<file path="config.mk">
export PLATFORM = sky130hd
export DESIGN_NAME = qpc_top
export DESIGN_NICKNAME = d
export VERILOG_FILES = /design/src/verilog/qpc_pkg.sv /design/src/verilog/qpc_phase_if.sv /design/src/verilog/qpc_top.sv /design/src/verilog/qpc_phase_dec.sv
export SDC_FILE = /design/constraint.sdc
export NUM_CORES = 1
export LEC_CHECK = 0
export ABC_AREA = 0
export BUFFER_PORTS_ARGS = -buffer_cell sky130_fd_sc_hd__buf_2
export CAP_MARGIN = 20
export CORE_MARGIN = 2
export CORE_UTILIZATION = 40
export DETAILED_ROUTE_END_ITERATION = 7
export SLEW_MARGIN = 40
export SYNTH_ARGS = -nofsm -noshare
export SYNTH_HDL_FRONTEND = slang
export SYNTH_HIERARCHICAL = 1
export SYNTH_SLANG_ARGS = --single-unit
</file>
<file path="constraint.sdc">
create_clock -name ref_clk -period 5.1 [get_ports ref_clk]
set_input_delay 0.51 -clock ref_clk [delete_from_list [all_inputs] [get_ports ref_clk]]
set_output_delay 0.51 -clock ref_clk [all_outputs]
set_load 0.02 [all_outputs]
</file>
<file path="src/verilog/qpc_pkg.sv">
// Purpose: Shared constants and types of the quadrature phase counter.
// Assumes: Word-addressed register port, 16-bit data.
// Notes:   Every offset, field position and reset value lives here.
package qpc_pkg;
   // ------------------------------------------------------------
   // Widths
   // ------------------------------------------------------------
   localparam int CNT_W = 16;
   localparam int ADDR_W = 4;
   localparam int NPH = 2;
   localparam int NRUN = 3;
   localparam int EV_W = 7;
   localparam int PSC_BITS = 8;

   // ------------------------------------------------------------
   // Register indices
   // ------------------------------------------------------------
   localparam logic [ADDR_W-1:0] A_START = 4'h0;
   localparam logic [ADDR_W-1:0] A_MODE1 = 4'h1;
   localparam logic [ADDR_W-1:0] A_MODE2 = 4'h2;
   localparam logic [ADDR_W-1:0] A_CNT1 = 4'h3;
   localparam logic [ADDR_W-1:0] A_CNT2 = 4'h4;
   localparam logic [ADDR_W-1:0] A_STAT = 4'h5;
   localparam logic [ADDR_W-1:0] A_IRQEN = 4'h6;
   localparam logic [ADDR_W-1:0] A_CNT0 = 4'h7;
   localparam logic [ADDR_W-1:0] A_GR0A = 4'h8;
   localparam logic [ADDR_W-1:0] A_GR0C = 4'h9;
   localparam logic [ADDR_W-1:0] A_GR0B = 4'hA;
   localparam logic [ADDR_W-1:0] A_GR0D = 4'hB;
   localparam logic [ADDR_W-1:0] A_CAP1A = 4'hC;
   localparam logic [ADDR_W-1:0] A_CAP1B = 4'hD;
   localparam logic [ADDR_W-1:0] A_LINK = 4'hE;

   // ------------------------------------------------------------
   // Fields of the channel mode register and codes
   // ------------------------------------------------------------
   localparam int MODE_LSB = 0;
   localparam int PSC_LSB = 4;
   localparam int CLR_LSB = 7;
   localparam logic [1:0] PHASE_TAG = 2'h1;
   localparam logic [1:0] CLR_CAPA = 2'h1;
   typedef enum logic [1:0] {
      QPC_SUB1 = 2'h0,
      QPC_SUB2 = 2'h1,
      QPC_SUB3 = 2'h2,
      QPC_SUB4 = 2'h3
   } qpc_sub_e;

   // ------------------------------------------------------------
   // Status, start and link bit positions
   // ------------------------------------------------------------
   localparam int ST_OVF1 = 0;
   localparam int ST_CAP1A = 4;
   localparam int ST_CAP1B = 5;
   localparam int ST_CAP0B = 6;
   localparam int ST_DIR1 = 8;
   localparam int RUN0 = 0;
   localparam int LK_CAP0B = 0;
   localparam int LK_CAP1 = 1;
   localparam int LK_CLR0C = 2;

   // ------------------------------------------------------------
   // Values
   // ------------------------------------------------------------
   localparam logic [CNT_W-1:0] CNT_RST = 16'h0000;
   localparam logic [CNT_W-1:0] CNT_MAX = 16'hFFFF;
   localparam logic [CNT_W-1:0] CNT_ONE = 16'h0001;
endpackage

</file>
<file path="src/verilog/qpc_phase_if.sv">
// Purpose: Carrier between a channel and its phase decoder.
// Assumes: One instance per phase-counting channel.
// Notes:   up and dn are one-cycle pulses from the decoder.
`timescale 1ns/1ps
interface qpc_phase_if;
   logic             ph_a;
   logic             ph_b;
   qpc_pkg::qpc_sub_e sub_mode;
   logic             up;
   logic             dn;
   modport dec (input ph_a, input ph_b, input sub_mode, output up, output dn);
   modport user (output ph_a, output ph_b, output sub_mode, input up, input dn);
endinterface

</file>
<file path="src/verilog/qpc_top.sv">
// Purpose: Quadrature phase counting on channels 1 and 2 with a linked
//          channel 0 for speed and position capture.
// Assumes: Register port is word addressed; inputs are clean levels.
// Notes:   Outside phase mode channels 1 and 2 count prescaled clock.
//
// Functional notes
// Phase mode exists only on channels 1, 2.
// Phase mode ignores prescaler and edge select.
// Counter bidirectional; clear, capture, interrupts still work.
// Up wrap past maximum sets overflow flag.
// Down wrap below zero sets underflow flag.
// Direction flag shows current count direction.
// Channel 1 uses pins 1,2; channel 2 pins 3,4.
// Mode field selects; run bit starts counting.
// Four sub-modes with own count conditions.
// Sub-mode 1 increment conditions.
// Sub-mode 1 decrement conditions, four counts per cycle.
// Sub-mode 2 counts only on A falling.
// Sub-mode 3: A fall up, B fall down.
// Sub-mode 4 counts only on B edges.
// Channel 0 B captures on channel 1 count clock.
// Channel 1 A/B capture on channel 0 matches.
// Channel 1 clock settings void in phase mode.
// Counters are 16 bits wide.
// Synchronise phase inputs, detect edges by history.
`timescale 1ns/1ps
module qpc_top #(
   parameter int PSC_W = qpc_pkg::PSC_BITS
) (
   input  wire logic                        ref_clk,
   input  wire logic                        srst,
   input  wire logic [qpc_pkg::ADDR_W-1:0]  reg_addr,
   input  wire logic [qpc_pkg::CNT_W-1:0]   reg_wdata,
   input  wire logic                        reg_wr,
   input  wire logic                        reg_rd,
   output logic      [qpc_pkg::CNT_W-1:0]   reg_rdata,
   input  wire logic                        phase_in_1,
   input  wire logic                        phase_in_2,
   input  wire logic                        phase_in_3,
   input  wire logic                        phase_in_4,
   output logic                             irq
);
   localparam int CW = qpc_pkg::CNT_W;

   typedef struct packed {
      logic [qpc_pkg::NRUN-1:0]          run;
      logic [qpc_pkg::NPH-1:0][CW-1:0]   mode;
      logic [qpc_pkg::NPH-1:0][CW-1:0]   cnt;
      logic [qpc_pkg::NPH-1:0]           dir;
      logic [qpc_pkg::EV_W-1:0]          stat;
      logic [qpc_pkg::EV_W-1:0]          irq_en;
      logic [CW-1:0]                     cnt0;
      logic [CW-1:0]                     gr0a;
      logic [CW-1:0]                     gr0c;
      logic [CW-1:0]                     gr0b;
      logic [CW-1:0]                     gr0d;
      logic [CW-1:0]                     cap1a;
      logic [CW-1:0]                     cap1b;
      logic [2:0]                        link;
      logic [PSC_W-1:0]                  psc;
      logic [CW-1:0]                     rdata;
   } qpc_top_s;

   qpc_top_s                   st;
   qpc_top_s                   next_st;
   logic [qpc_pkg::NPH-1:0]    ph_a;
   logic [qpc_pkg::NPH-1:0]    ph_b;
   logic [qpc_pkg::NPH-1:0]    dec_up;
   logic [qpc_pkg::NPH-1:0]    dec_dn;
   logic [qpc_pkg::NPH-1:0]    is_ph;
   logic [qpc_pkg::NPH-1:0]    up_ev;
   logic [qpc_pkg::NPH-1:0]    dn_ev;
   logic [qpc_pkg::NPH-1:0]    clr_ev;
   logic [qpc_pkg::NPH-1:0]    wr_cnt;
   logic [qpc_pkg::EV_W-1:0]   ev;
   logic                       cmp_a;
   logic                       cmp_c;
   logic                       cap1_a_ev;
   logic                       cap1_b_ev;
   logic                       cap0_b_ev;

   // ------------------------------------------------------------
   // Helpers
   // ------------------------------------------------------------
   // Write hit on one register index.
   function automatic logic wr_hit(input logic [qpc_pkg::ADDR_W-1:0] idx);
      wr_hit = reg_wr && (reg_addr == idx);
   endfunction

   // Phase mode is any code whose upper two mode bits carry the tag.
   function automatic logic phase_sel(input logic [CW-1:0] m);
      phase_sel = (m[qpc_pkg::MODE_LSB+2 +: 2] == qpc_pkg::PHASE_TAG);
   endfunction

   // Prescaler tick: divide by two to the power of the select field.
   function automatic logic psc_tick(input logic [PSC_W-1:0] p, input logic [2:0] sel);
      logic [PSC_W-1:0] mask;
      mask = PSC_W'((1 << sel) - 1);
      psc_tick = &(p | ~mask);
   endfunction

   // ------------------------------------------------------------
   // Phase decoders, one per phase-capable channel
   // ------------------------------------------------------------
   assign ph_a = {phase_in_3, phase_in_1};
   assign ph_b = {phase_in_4, phase_in_2};

   // Only channels 1 and 2 own a decoder, so channel 0 cannot phase count.
   generate
      for (genvar g = 0; g < qpc_pkg::NPH; g++) begin : g_ch
         qpc_phase_if pif ();
         assign pif.ph_a = ph_a[g];
         assign pif.ph_b = ph_b[g];
         assign pif.sub_mode = qpc_pkg::qpc_sub_e'(st.mode[g][qpc_pkg::MODE_LSB +: 2]);
         assign dec_up[g] = pif.up;
         assign dec_dn[g] = pif.dn;
         qpc_phase_dec u_dec (
            .ref_clk (ref_clk),
            .srst    (srst),
            .pif     (pif)
         );

         // In phase mode only decoder pulses clock the counter; the
         // prescaler field, even with all three select bits set, is ignored.
         assign is_ph[g] = phase_sel(st.mode[g]);
         assign up_ev[g] = st.run[g+1] && (is_ph[g] ? (dec_up[g] && !dec_dn[g])
            : psc_tick(st.psc, st.mode[g][qpc_pkg::PSC_LSB +: 3]));
         assign dn_ev[g] = st.run[g+1] && is_ph[g] && dec_dn[g] && !dec_up[g];
         assign wr_cnt[g] = wr_hit(qpc_pkg::A_CNT1 + qpc_pkg::ADDR_W'(g));
      end
   endgenerate

   // ------------------------------------------------------------
   // Channel 0 matches and cross-channel capture triggers
   // ------------------------------------------------------------
   assign cmp_a = st.run[qpc_pkg::RUN0] && (st.cnt0 == st.gr0a);
   assign cmp_c = st.run[qpc_pkg::RUN0] && (st.cnt0 == st.gr0c);
   assign cap1_a_ev = st.link[qpc_pkg::LK_CAP1] && cmp_a;
   assign cap1_b_ev = st.link[qpc_pkg::LK_CAP1] && cmp_c;
   assign cap0_b_ev = st.link[qpc_pkg::LK_CAP0B] && (up_ev[0] || dn_ev[0]);

   // Clear source keeps working in phase mode; only channel 1 has a
   // capture A trigger, so channel 2 never clears this way.
   assign clr_ev[0] = (st.mode[0][qpc_pkg::CLR_LSB +: 2] == qpc_pkg::CLR_CAPA) && cap1_a_ev;
   assign clr_ev[1] = 1'b0;

   // ------------------------------------------------------------
   // Next state
   // ------------------------------------------------------------
   always_comb begin
      next_st = st;
      ev = '0;
      next_st.psc = st.psc + PSC_W'(1);

      // Control registers written by software.
      if (wr_hit(qpc_pkg::A_START)) begin
         next_st.run = reg_wdata[qpc_pkg::NRUN-1:0];
      end
      if (wr_hit(qpc_pkg::A_MODE1)) begin
         next_st.mode[0] = reg_wdata;
      end
      if (wr_hit(qpc_pkg::A_MODE2)) begin
         next_st.mode[1] = reg_wdata;
      end
      if (wr_hit(qpc_pkg::A_IRQEN)) begin
         next_st.irq_en = reg_wdata[qpc_pkg::EV_W-1:0];
      end
      if (wr_hit(qpc_pkg::A_LINK)) begin
         next_st.link = reg_wdata[2:0];
      end
      if (wr_hit(qpc_pkg::A_GR0A)) begin
         next_st.gr0a = reg_wdata;
      end
      if (wr_hit(qpc_pkg::A_GR0C)) begin
         next_st.gr0c = reg_wdata;
      end

      // Channels 1 and 2: a software write beats a count in that cycle.
      for (int i = 0; i < qpc_pkg::NPH; i++) begin
         if (wr_cnt[i]) begin
            next_st.cnt[i] = reg_wdata;
         end else if (clr_ev[i]) begin
            next_st.cnt[i] = qpc_pkg::CNT_RST;
         end else if (up_ev[i]) begin
            next_st.cnt[i] = st.cnt[i] + qpc_pkg::CNT_ONE;
            ev[qpc_pkg::ST_OVF1 + 2*i] = (st.cnt[i] == qpc_pkg::CNT_MAX);
         end else if (dn_ev[i]) begin
            next_st.cnt[i] = st.cnt[i] - qpc_pkg::CNT_ONE;
            ev[qpc_pkg::ST_OVF1 + 2*i + 1] = (st.cnt[i] == qpc_pkg::CNT_RST);
         end
         if (up_ev[i] || dn_ev[i]) begin
            next_st.dir[i] = up_ev[i];
         end
      end

      // Channel 0 runs on the clock and may clear on its C match.
      if (wr_hit(qpc_pkg::A_CNT0)) begin
         next_st.cnt0 = reg_wdata;
      end else if (st.link[qpc_pkg::LK_CLR0C] && cmp_c) begin
         next_st.cnt0 = qpc_pkg::CNT_RST;
      end else if (st.run[qpc_pkg::RUN0]) begin
         next_st.cnt0 = st.cnt0 + qpc_pkg::CNT_ONE;
      end

      // Buffered pulse capture: the old capture moves to the buffer.
      if (cap0_b_ev) begin
         next_st.gr0b = st.cnt0;
         next_st.gr0d = st.gr0b;
         ev[qpc_pkg::ST_CAP0B] = 1'b1;
      end
      if (cap1_a_ev) begin
         next_st.cap1a = st.cnt[0];
         ev[qpc_pkg::ST_CAP1A] = 1'b1;
      end
      if (cap1_b_ev) begin
         next_st.cap1b = st.cnt[0];
         ev[qpc_pkg::ST_CAP1B] = 1'b1;
      end

      // Sticky status: write one to clear, a new event wins the cycle.
      if (wr_hit(qpc_pkg::A_STAT)) begin
         next_st.stat = st.stat & ~reg_wdata[qpc_pkg::EV_W-1:0];
      end
      next_st.stat = next_st.stat | ev;

      // Read data stand only in the cycle after the strobe.
      next_st.rdata = '0;
      if (reg_rd) begin
         unique case (reg_addr)
            qpc_pkg::A_START: next_st.rdata = CW'(st.run);
            qpc_pkg::A_MODE1: next_st.rdata = st.mode[0];
            qpc_pkg::A_MODE2: next_st.rdata = st.mode[1];
            qpc_pkg::A_CNT1: next_st.rdata = st.cnt[0];
            qpc_pkg::A_CNT2: next_st.rdata = st.cnt[1];
            qpc_pkg::A_STAT: begin
               next_st.rdata = CW'(st.stat);
               next_st.rdata[qpc_pkg::ST_DIR1 +: qpc_pkg::NPH] = st.dir;
            end
            qpc_pkg::A_IRQEN: next_st.rdata = CW'(st.irq_en);
            qpc_pkg::A_CNT0: next_st.rdata = st.cnt0;
            qpc_pkg::A_GR0A: next_st.rdata = st.gr0a;
            qpc_pkg::A_GR0C: next_st.rdata = st.gr0c;
            qpc_pkg::A_GR0B: next_st.rdata = st.gr0b;
            qpc_pkg::A_GR0D: next_st.rdata = st.gr0d;
            qpc_pkg::A_CAP1A: next_st.rdata = st.cap1a;
            qpc_pkg::A_CAP1B: next_st.rdata = st.cap1b;
            qpc_pkg::A_LINK: next_st.rdata = CW'(st.link);
            default: next_st.rdata = '0;
         endcase
      end
   end

   // ------------------------------------------------------------
   // State register
   // ------------------------------------------------------------
   always_ff @(posedge ref_clk) begin
      if (srst) begin
         st <= '0;
      end else begin
         st <= next_st;
      end
   end

   // Interrupt is a level that follows the masked sticky bits.
   assign irq = |(st.stat & st.irq_en);
   assign reg_rdata = st.rdata;
endmodule

</file>
<file path="src/verilog/qpc_phase_dec.sv">
// Purpose: Synchronise two phase inputs and decode count pulses.
// Assumes: Encoder edges are slower than three clock cycles.
// Notes:   Both up and dn may pulse in one cycle; the user drops that.
`timescale 1ns/1ps
module qpc_phase_dec (
   input  wire logic ref_clk,
   input  wire logic srst,
   qpc_phase_if.dec  pif
);
   typedef struct packed {
      logic a1;
      logic a2;
      logic ap;
      logic b1;
      logic b2;
      logic bp;
   } qpc_dec_s;

   qpc_dec_s st;
   qpc_dec_s next_st;
   logic     a;
   logic     b;
   logic     ar;
   logic     af;
   logic     br;
   logic     bf;

   // ------------------------------------------------------------
   // Synchroniser and edge history
   // ------------------------------------------------------------
   // The first stage feeds only the second stage, never the decoder.
   always_comb begin
      next_st = st;
      next_st.a1 = pif.ph_a;
      next_st.a2 = st.a1;
      next_st.ap = st.a2;
      next_st.b1 = pif.ph_b;
      next_st.b2 = st.b1;
      next_st.bp = st.b2;
   end

   // Registers the history; a pin high at reset shows one rising edge.
   always_ff @(posedge ref_clk) begin
      if (srst) begin
         st <= '0;
      end else begin
         st <= next_st;
      end
   end

   // Edges come from the current and previous sampled levels.
   assign a = st.a2;
   assign b = st.b2;
   assign ar = a & ~st.ap;
   assign af = ~a & st.ap;
   assign br = b & ~st.bp;
   assign bf = ~b & st.bp;

   // ------------------------------------------------------------
   // Counting conditions per sub-mode
   // ------------------------------------------------------------
   always_comb begin
      unique case (pif.sub_mode)
         qpc_pkg::QPC_SUB1: begin
            pif.up = (br & a) | (bf & ~a) | (ar & ~b) | (af & b);
            pif.dn = (bf & a) | (br & ~a) | (ar & b) | (af & ~b);
         end
         qpc_pkg::QPC_SUB2: begin
            pif.up = af & b;
            pif.dn = af & ~b;
         end
         qpc_pkg::QPC_SUB3: begin
            pif.up = af & b;
            pif.dn = bf & a;
         end
         qpc_pkg::QPC_SUB4: begin
            pif.up = (br & a) | (bf & ~a);
            pif.dn = (bf & a) | (br & ~a);
         end
      endcase
   end
endmodule

</file>
======== Yosys cells after proc, flatten, opt, wreduce, memory -nomap -nowiden ========
Index checks and enable logic that the tools add are counted.
Widths: inputs -> output; s select.
word-level totals
  input bits .............................. 28
  flip-flop bits (word level) ............. 234
cells by class
  muxes and demuxes ....................... 30
  equal/unequal tests ..................... 27
  reduce and logical (&&, ||, !) cells .... 48
  bitwise logic cells ..................... 53
  shifts and indexed selects .............. 2
  add/sub/neg operators ................... 8
operators with widths
  kind                   number
  $pmux 16 s15           1
  $mux 16                10
  $add 16x1->16 const B  3
  $eq 16x16->1           2
  $eq 16x16->1 const B   2
  $logic_not 16->1       2
  $sub 16x1->16 const B  2
  $eq 4x4->1 const B     7
  $logic_and 1x1->1      28
  $and 1x1->1            24
  $eq 4x3->1 const B     4
  $not 8->8              2
  $or 8x8->8             2
  $reduce_and 8->1       2
  $shl 1x3->8 const A    2
  $sub 8x2->8 const B    2
  $and 7x7->7            2
  $or 1x1->1             12
  $mux 1                 11
  $eq 2x1->1 const B     5
  $not 1->1              9
  $add 8x1->8 const B    1
  $eq 2x2->1 const B     4
  $eq 4x2->1 const B     2
  other kinds (15)       27

======== Logic depth before layout (Yosys ltp) ========
  depth in word-level cells ............... 15
  gate-level depth with buffers ........... 19

======== Modules after synthesis ========
The synthesis kept the hierarchy.
by module, submodules not included
  module         cells an instance  sequential area each (µm²)  area each (µm²)  times used
  qpc_top        1468               4424.2                      12059.1          1
  qpc_phase_dec  35                 120.1                       312.8            2

======== Least setup slack after synthesis ========
Ideal clock, no wire load.
  path kind ............................... register -> register
  from .................................... reg st (netlist bit g_ch[1].pif.sub_mode[0])
  to ...................................... reg st[185] (netlist bit)
  stages on the path, launching flop included .. 19
  setup time .............................. 86 ps
  clock period less this slack ............ 3911 ps
  arrival time ............................ 3825 ps
  path slack .............................. 1189 ps
  required time ........................... 5014 ps
  cells stage by stage .................... dfxtp_1 inv_1 ha_1 or2_1 a32oi_1 o221ai_1 nand2b_1 o22ai_1 o32ai_2 nor2_1 inv_1 fa_1 a211oi_1 o21ai_1 a311o_1 a41oi_1 xnor2_1 mux2i_1 a211oi_1
between the ends
  word-level cells in the longest chain between the ends .. 8
  elaborated cells on any way between the ends .. 17
  those cells by class .................... eq/ne: 3; mux: 5; reduce/logical: 9
ends and longest elaborated chain
  what                                RTL line             source
  start: declaration                  qpc_top.sv:64        qpc_top_s st;
  start signal: assignment            qpc_top.sv:260       st <= next_st;
  $eq 2x2->1 (tied with other cells)  qpc_phase_dec.sv:63  unique case (pif.sub_mode)
  $pmux 1 s4 (*)                      qpc_phase_dec.sv:63
  via g_ch[1].pif.dn                  qpc_phase_if.sv:10   logic dn;
  $logic_not 1->1                     qpc_top.sv:126       assign up_ev[g] = st.run[g+1] && (is_ph[g] ? (dec_up[g] && !dec_dn[g])
  $logic_and 1x1->1                   qpc_top.sv:126
  $mux 1                              qpc_top.sv:126
  $logic_and 1x1->1                   qpc_top.sv:126
  $mux 16                             qpc_top.sv:184       end else if (up_ev[i]) begin
  $mux 16                             qpc_top.sv:180       if (wr_cnt[i]) begin
Mark *: on every way through the listed nets, which the timed path passes. The rest lies on a longest branch.
A chain may end at the register's enable or synchronous reset.

======== Final worst setup path ========
Same ends and word-level chain as after synthesis.

==> out/summary.txt <==
Status = finished clean
R2R depth = 18
Max FO, Critical Path = 15
Synth Warn # = 6
I/O pin count = 45
Slew margin rel. = 40.8%
Minimum clock period = 4.53 ns
Post-CTS sizing = 0
Yosys reg bits = 233
Die W = 182 um
GRT Util Overall = 25.8%
Async set or reset register ratio after synthesis = 0%
DR vias/cell = 6.09
Initial antenna violation count = 1
Syn Area/Cell = 8.25 sq um
Most common cell after layout, fill and taps aside = dfxtp_1
Root Buffer = clkbuf_16
Post-DP HPWL = 29900 um
CTS tree = done
TritonCTS sink count = 233
Synth Flop Type = dfxtp_1
First-pass GRT wire length = 67000 um
Setup-failing EPs final = 0
RSZ-0062 raised after global routing = no
Clk Latency, worst-skew pair = 0.55 ns
Sequential area share after synthesis = 36.8%
Max_cap viols = 0
Cell Area, Synth = 12700 sq um
Post-route ant nets = 0
Worst-Margin Slew = 0.888 ns
H-tree lvl count = 1
Critical Path AT = 4.99 ns
Total number of vias = 11734
Hold WS = 0.170 ns
Cts bufs inserted = 27
CTS clk-pin slew, worst paths = 0.06 ns
Share of post-route cells with drive strength above 1 = 9.38%
EDFF count, synth = 0
Most frequent cells in the layout = dfxtp_1, nand2_1, nor2_1
Synthesized net count = 1611
Pwr/cell area = 310 nW/um^2
CTS max path bufs = 3
Area delta synth->final = 9.29%
Cts hold-fix bufs = 0
R2R Path Start = g_ch[1].pif.sub_mode[0]
Port bufs = 44
Largest net degree at the start of global routing = 81
Post-CTS setup buffer count = 0
Final setup margin = 0.567 ns
FF-to-FF setup slack = 0.57 ns
Critical path type = flip-flop to flip-flop
Ant diodes = 0
Final GP Congestion = 0.921
Post-synth top area share = 36.8%
Vias in the first global route = 11073
Core Area = 31400 sq um
Routed WL = 43500 um
WHS Endpoint = g_ch[1].u_dec/next_st[4]
Tcrit/Tclk final = 88.9%
Top cells by area, synth = dfxtp_1, nand2_1, mux2i_1, a21oi_1, nor2_1
# DRC = 0
Synth unique cells = 78
Worst Setup Start Kind = flip-flop
Fmax = 0.221 GHz
Initial core utilization = 40.4%
GR Overflow Total = 0
Drt initial violations = 1285
Syn Inst Count = 1538
Final setup TNS = 0 ns
Final net count = 1576
Post-Place Setup Slack = 0.603 ns
Total design power = 4.30 mW
Die area = 33200 sq um
Required @ worst endpoint = 5.56 ns
Hold Path Class = input port to flip-flop
Hold Fails Final Rpt = 0
Leading area contributor after synthesis = dfxtp_1
Drt first pass iters = 6
Num rows = 65
Pins over their slew limit = 0
VDD IR-drop max = 0.226 mV
Hold Crit Start = phase_in_3
Die Span Y = 182 um
Leak pwr = 4.99 nW
Worst Skew = 0.0137 ns
DR WL/cell = 22.6 um
CP Capture Type = flip-flop
FF-to-FF End = st[185]
Hold depth = 2
Fill count = 3119
[worst max-delay path by stage]
stage                     cells past startpoint  endpoint                    start  slack (ns)
after floorplan                              18   st[185]  g_ch[1].pif.sub_mode[0]        1.19
after global placement                       15   st[169]  g_ch[0].pif.sub_mode[0]        0.75
after detailed placement                     18   st[185]  g_ch[1].pif.sub_mode[0]        0.60
after CTS                                    18   st[185]  g_ch[1].pif.sub_mode[0]        0.56
after global routing                         18   st[185]  g_ch[1].pif.sub_mode[0]        0.05
final                                        18   st[185]  g_ch[1].pif.sub_mode[0]        0.57
[cell usage after synthesis (30+ instances only)]
cell,number
a21oi_1,128
dfxtp_1,233
a221oi_1,43
mux2i_1,70
nand3_1,37
inv_1,30
clkbuf_1,63
nand2_1,218
a22oi_1,40
buf_2,37
o21ai_0,31
xnor2_1,42
nor2_1,158
ha_1,43
[flip-flops by register name, indices dropped and copies added, names as in the netlist]
signal / cells
g_ch.u_dec/next_st: 4
st: 201
g_ch.u_dec/b: 2
reg_rdata: 16
g_ch.u_dec/a: 2
g_ch.pif.sub_mode: 4
g_ch.u_dec/st: 4
[power breakdown]
part | switching, mW | internal, mW | leakage (nW) | total (mW)
sequential | 0.0441 | 1.84 | 1.88 | 1.89
combinational | 0.258 | 0.147 | 2.65 | 0.404
clock | 0.827 | 1.18 | 0.457 | 2.01
total | 1.13 | 3.17 | 4.99 | 4.30
[per-layer routing]
metal  wire length (um)  track usage [%]  up-vias
met5                 13                0        -
met4               2100             11.5        2
met3               3480             3.97      116
met2              19000             40.0      522
met1              18900             35.5     5641
li1                   -                -     5453
[per-stage QoR]
stage | std cells | instance area, sq um | utilization (%)
floorplan | 1538 | 12700 | -
global placement | 1875 | 12900 | 41.1
detailed placement | 1875 | 12900 | 41.2
CTS | 1925 | 13800 | 44.1
global route | 1926 | 13900 | 44.2
finish | 1926 | 13900 | 44.2
[layout make-up]
cell class / count / area [sq um] / share of cell area (%)
Inverter: 30 / 113 / 0.812
Timing Repair Buffer: 64 / 380 / 2.74
Tap cell: 402 / 503 / 3.63
Sequential cell: 233 / 4660 / 33.6
Clock buffer: 31 / 731 / 5.27
Multi-Input combinational cell: 1147 / 7280 / 52.5
Clock inverter: 19 / 189 / 1.36
[kinds of logic (layout without fill, tap and decap cells)]
kind of cell,Yosys count,after routing,share of synthesized area (%)
buf+inv,158,144,6.17
mux,73,73,5.88
flops,233,233,36.8
xor+xnor,70,70,4.98
compound gates,393,393,21.3
fa+ha+maj,45,45,4.56
simple gates,566,566,20.3
[critical path, cell delays in order, from the launching register on]
cell      delay, ns
dfxtp_1        0.40
inv_1          0.09
ha_1           0.27
or2_1          0.22
a32oi_1        0.14
o221ai_1       0.14
nand2b_1       0.19
o22ai_1        0.19
o32ai_2        0.15
nor2_1         0.20
inv_1          0.32
fa_1           0.52
a211oi_1       0.36
o21ai_1        0.20
a311o_1        0.32
a41oi_1        0.24
xnor2_1        0.14
mux2i_1        0.09
a211oi_1       0.23
(Power assumes the default switching activity.)
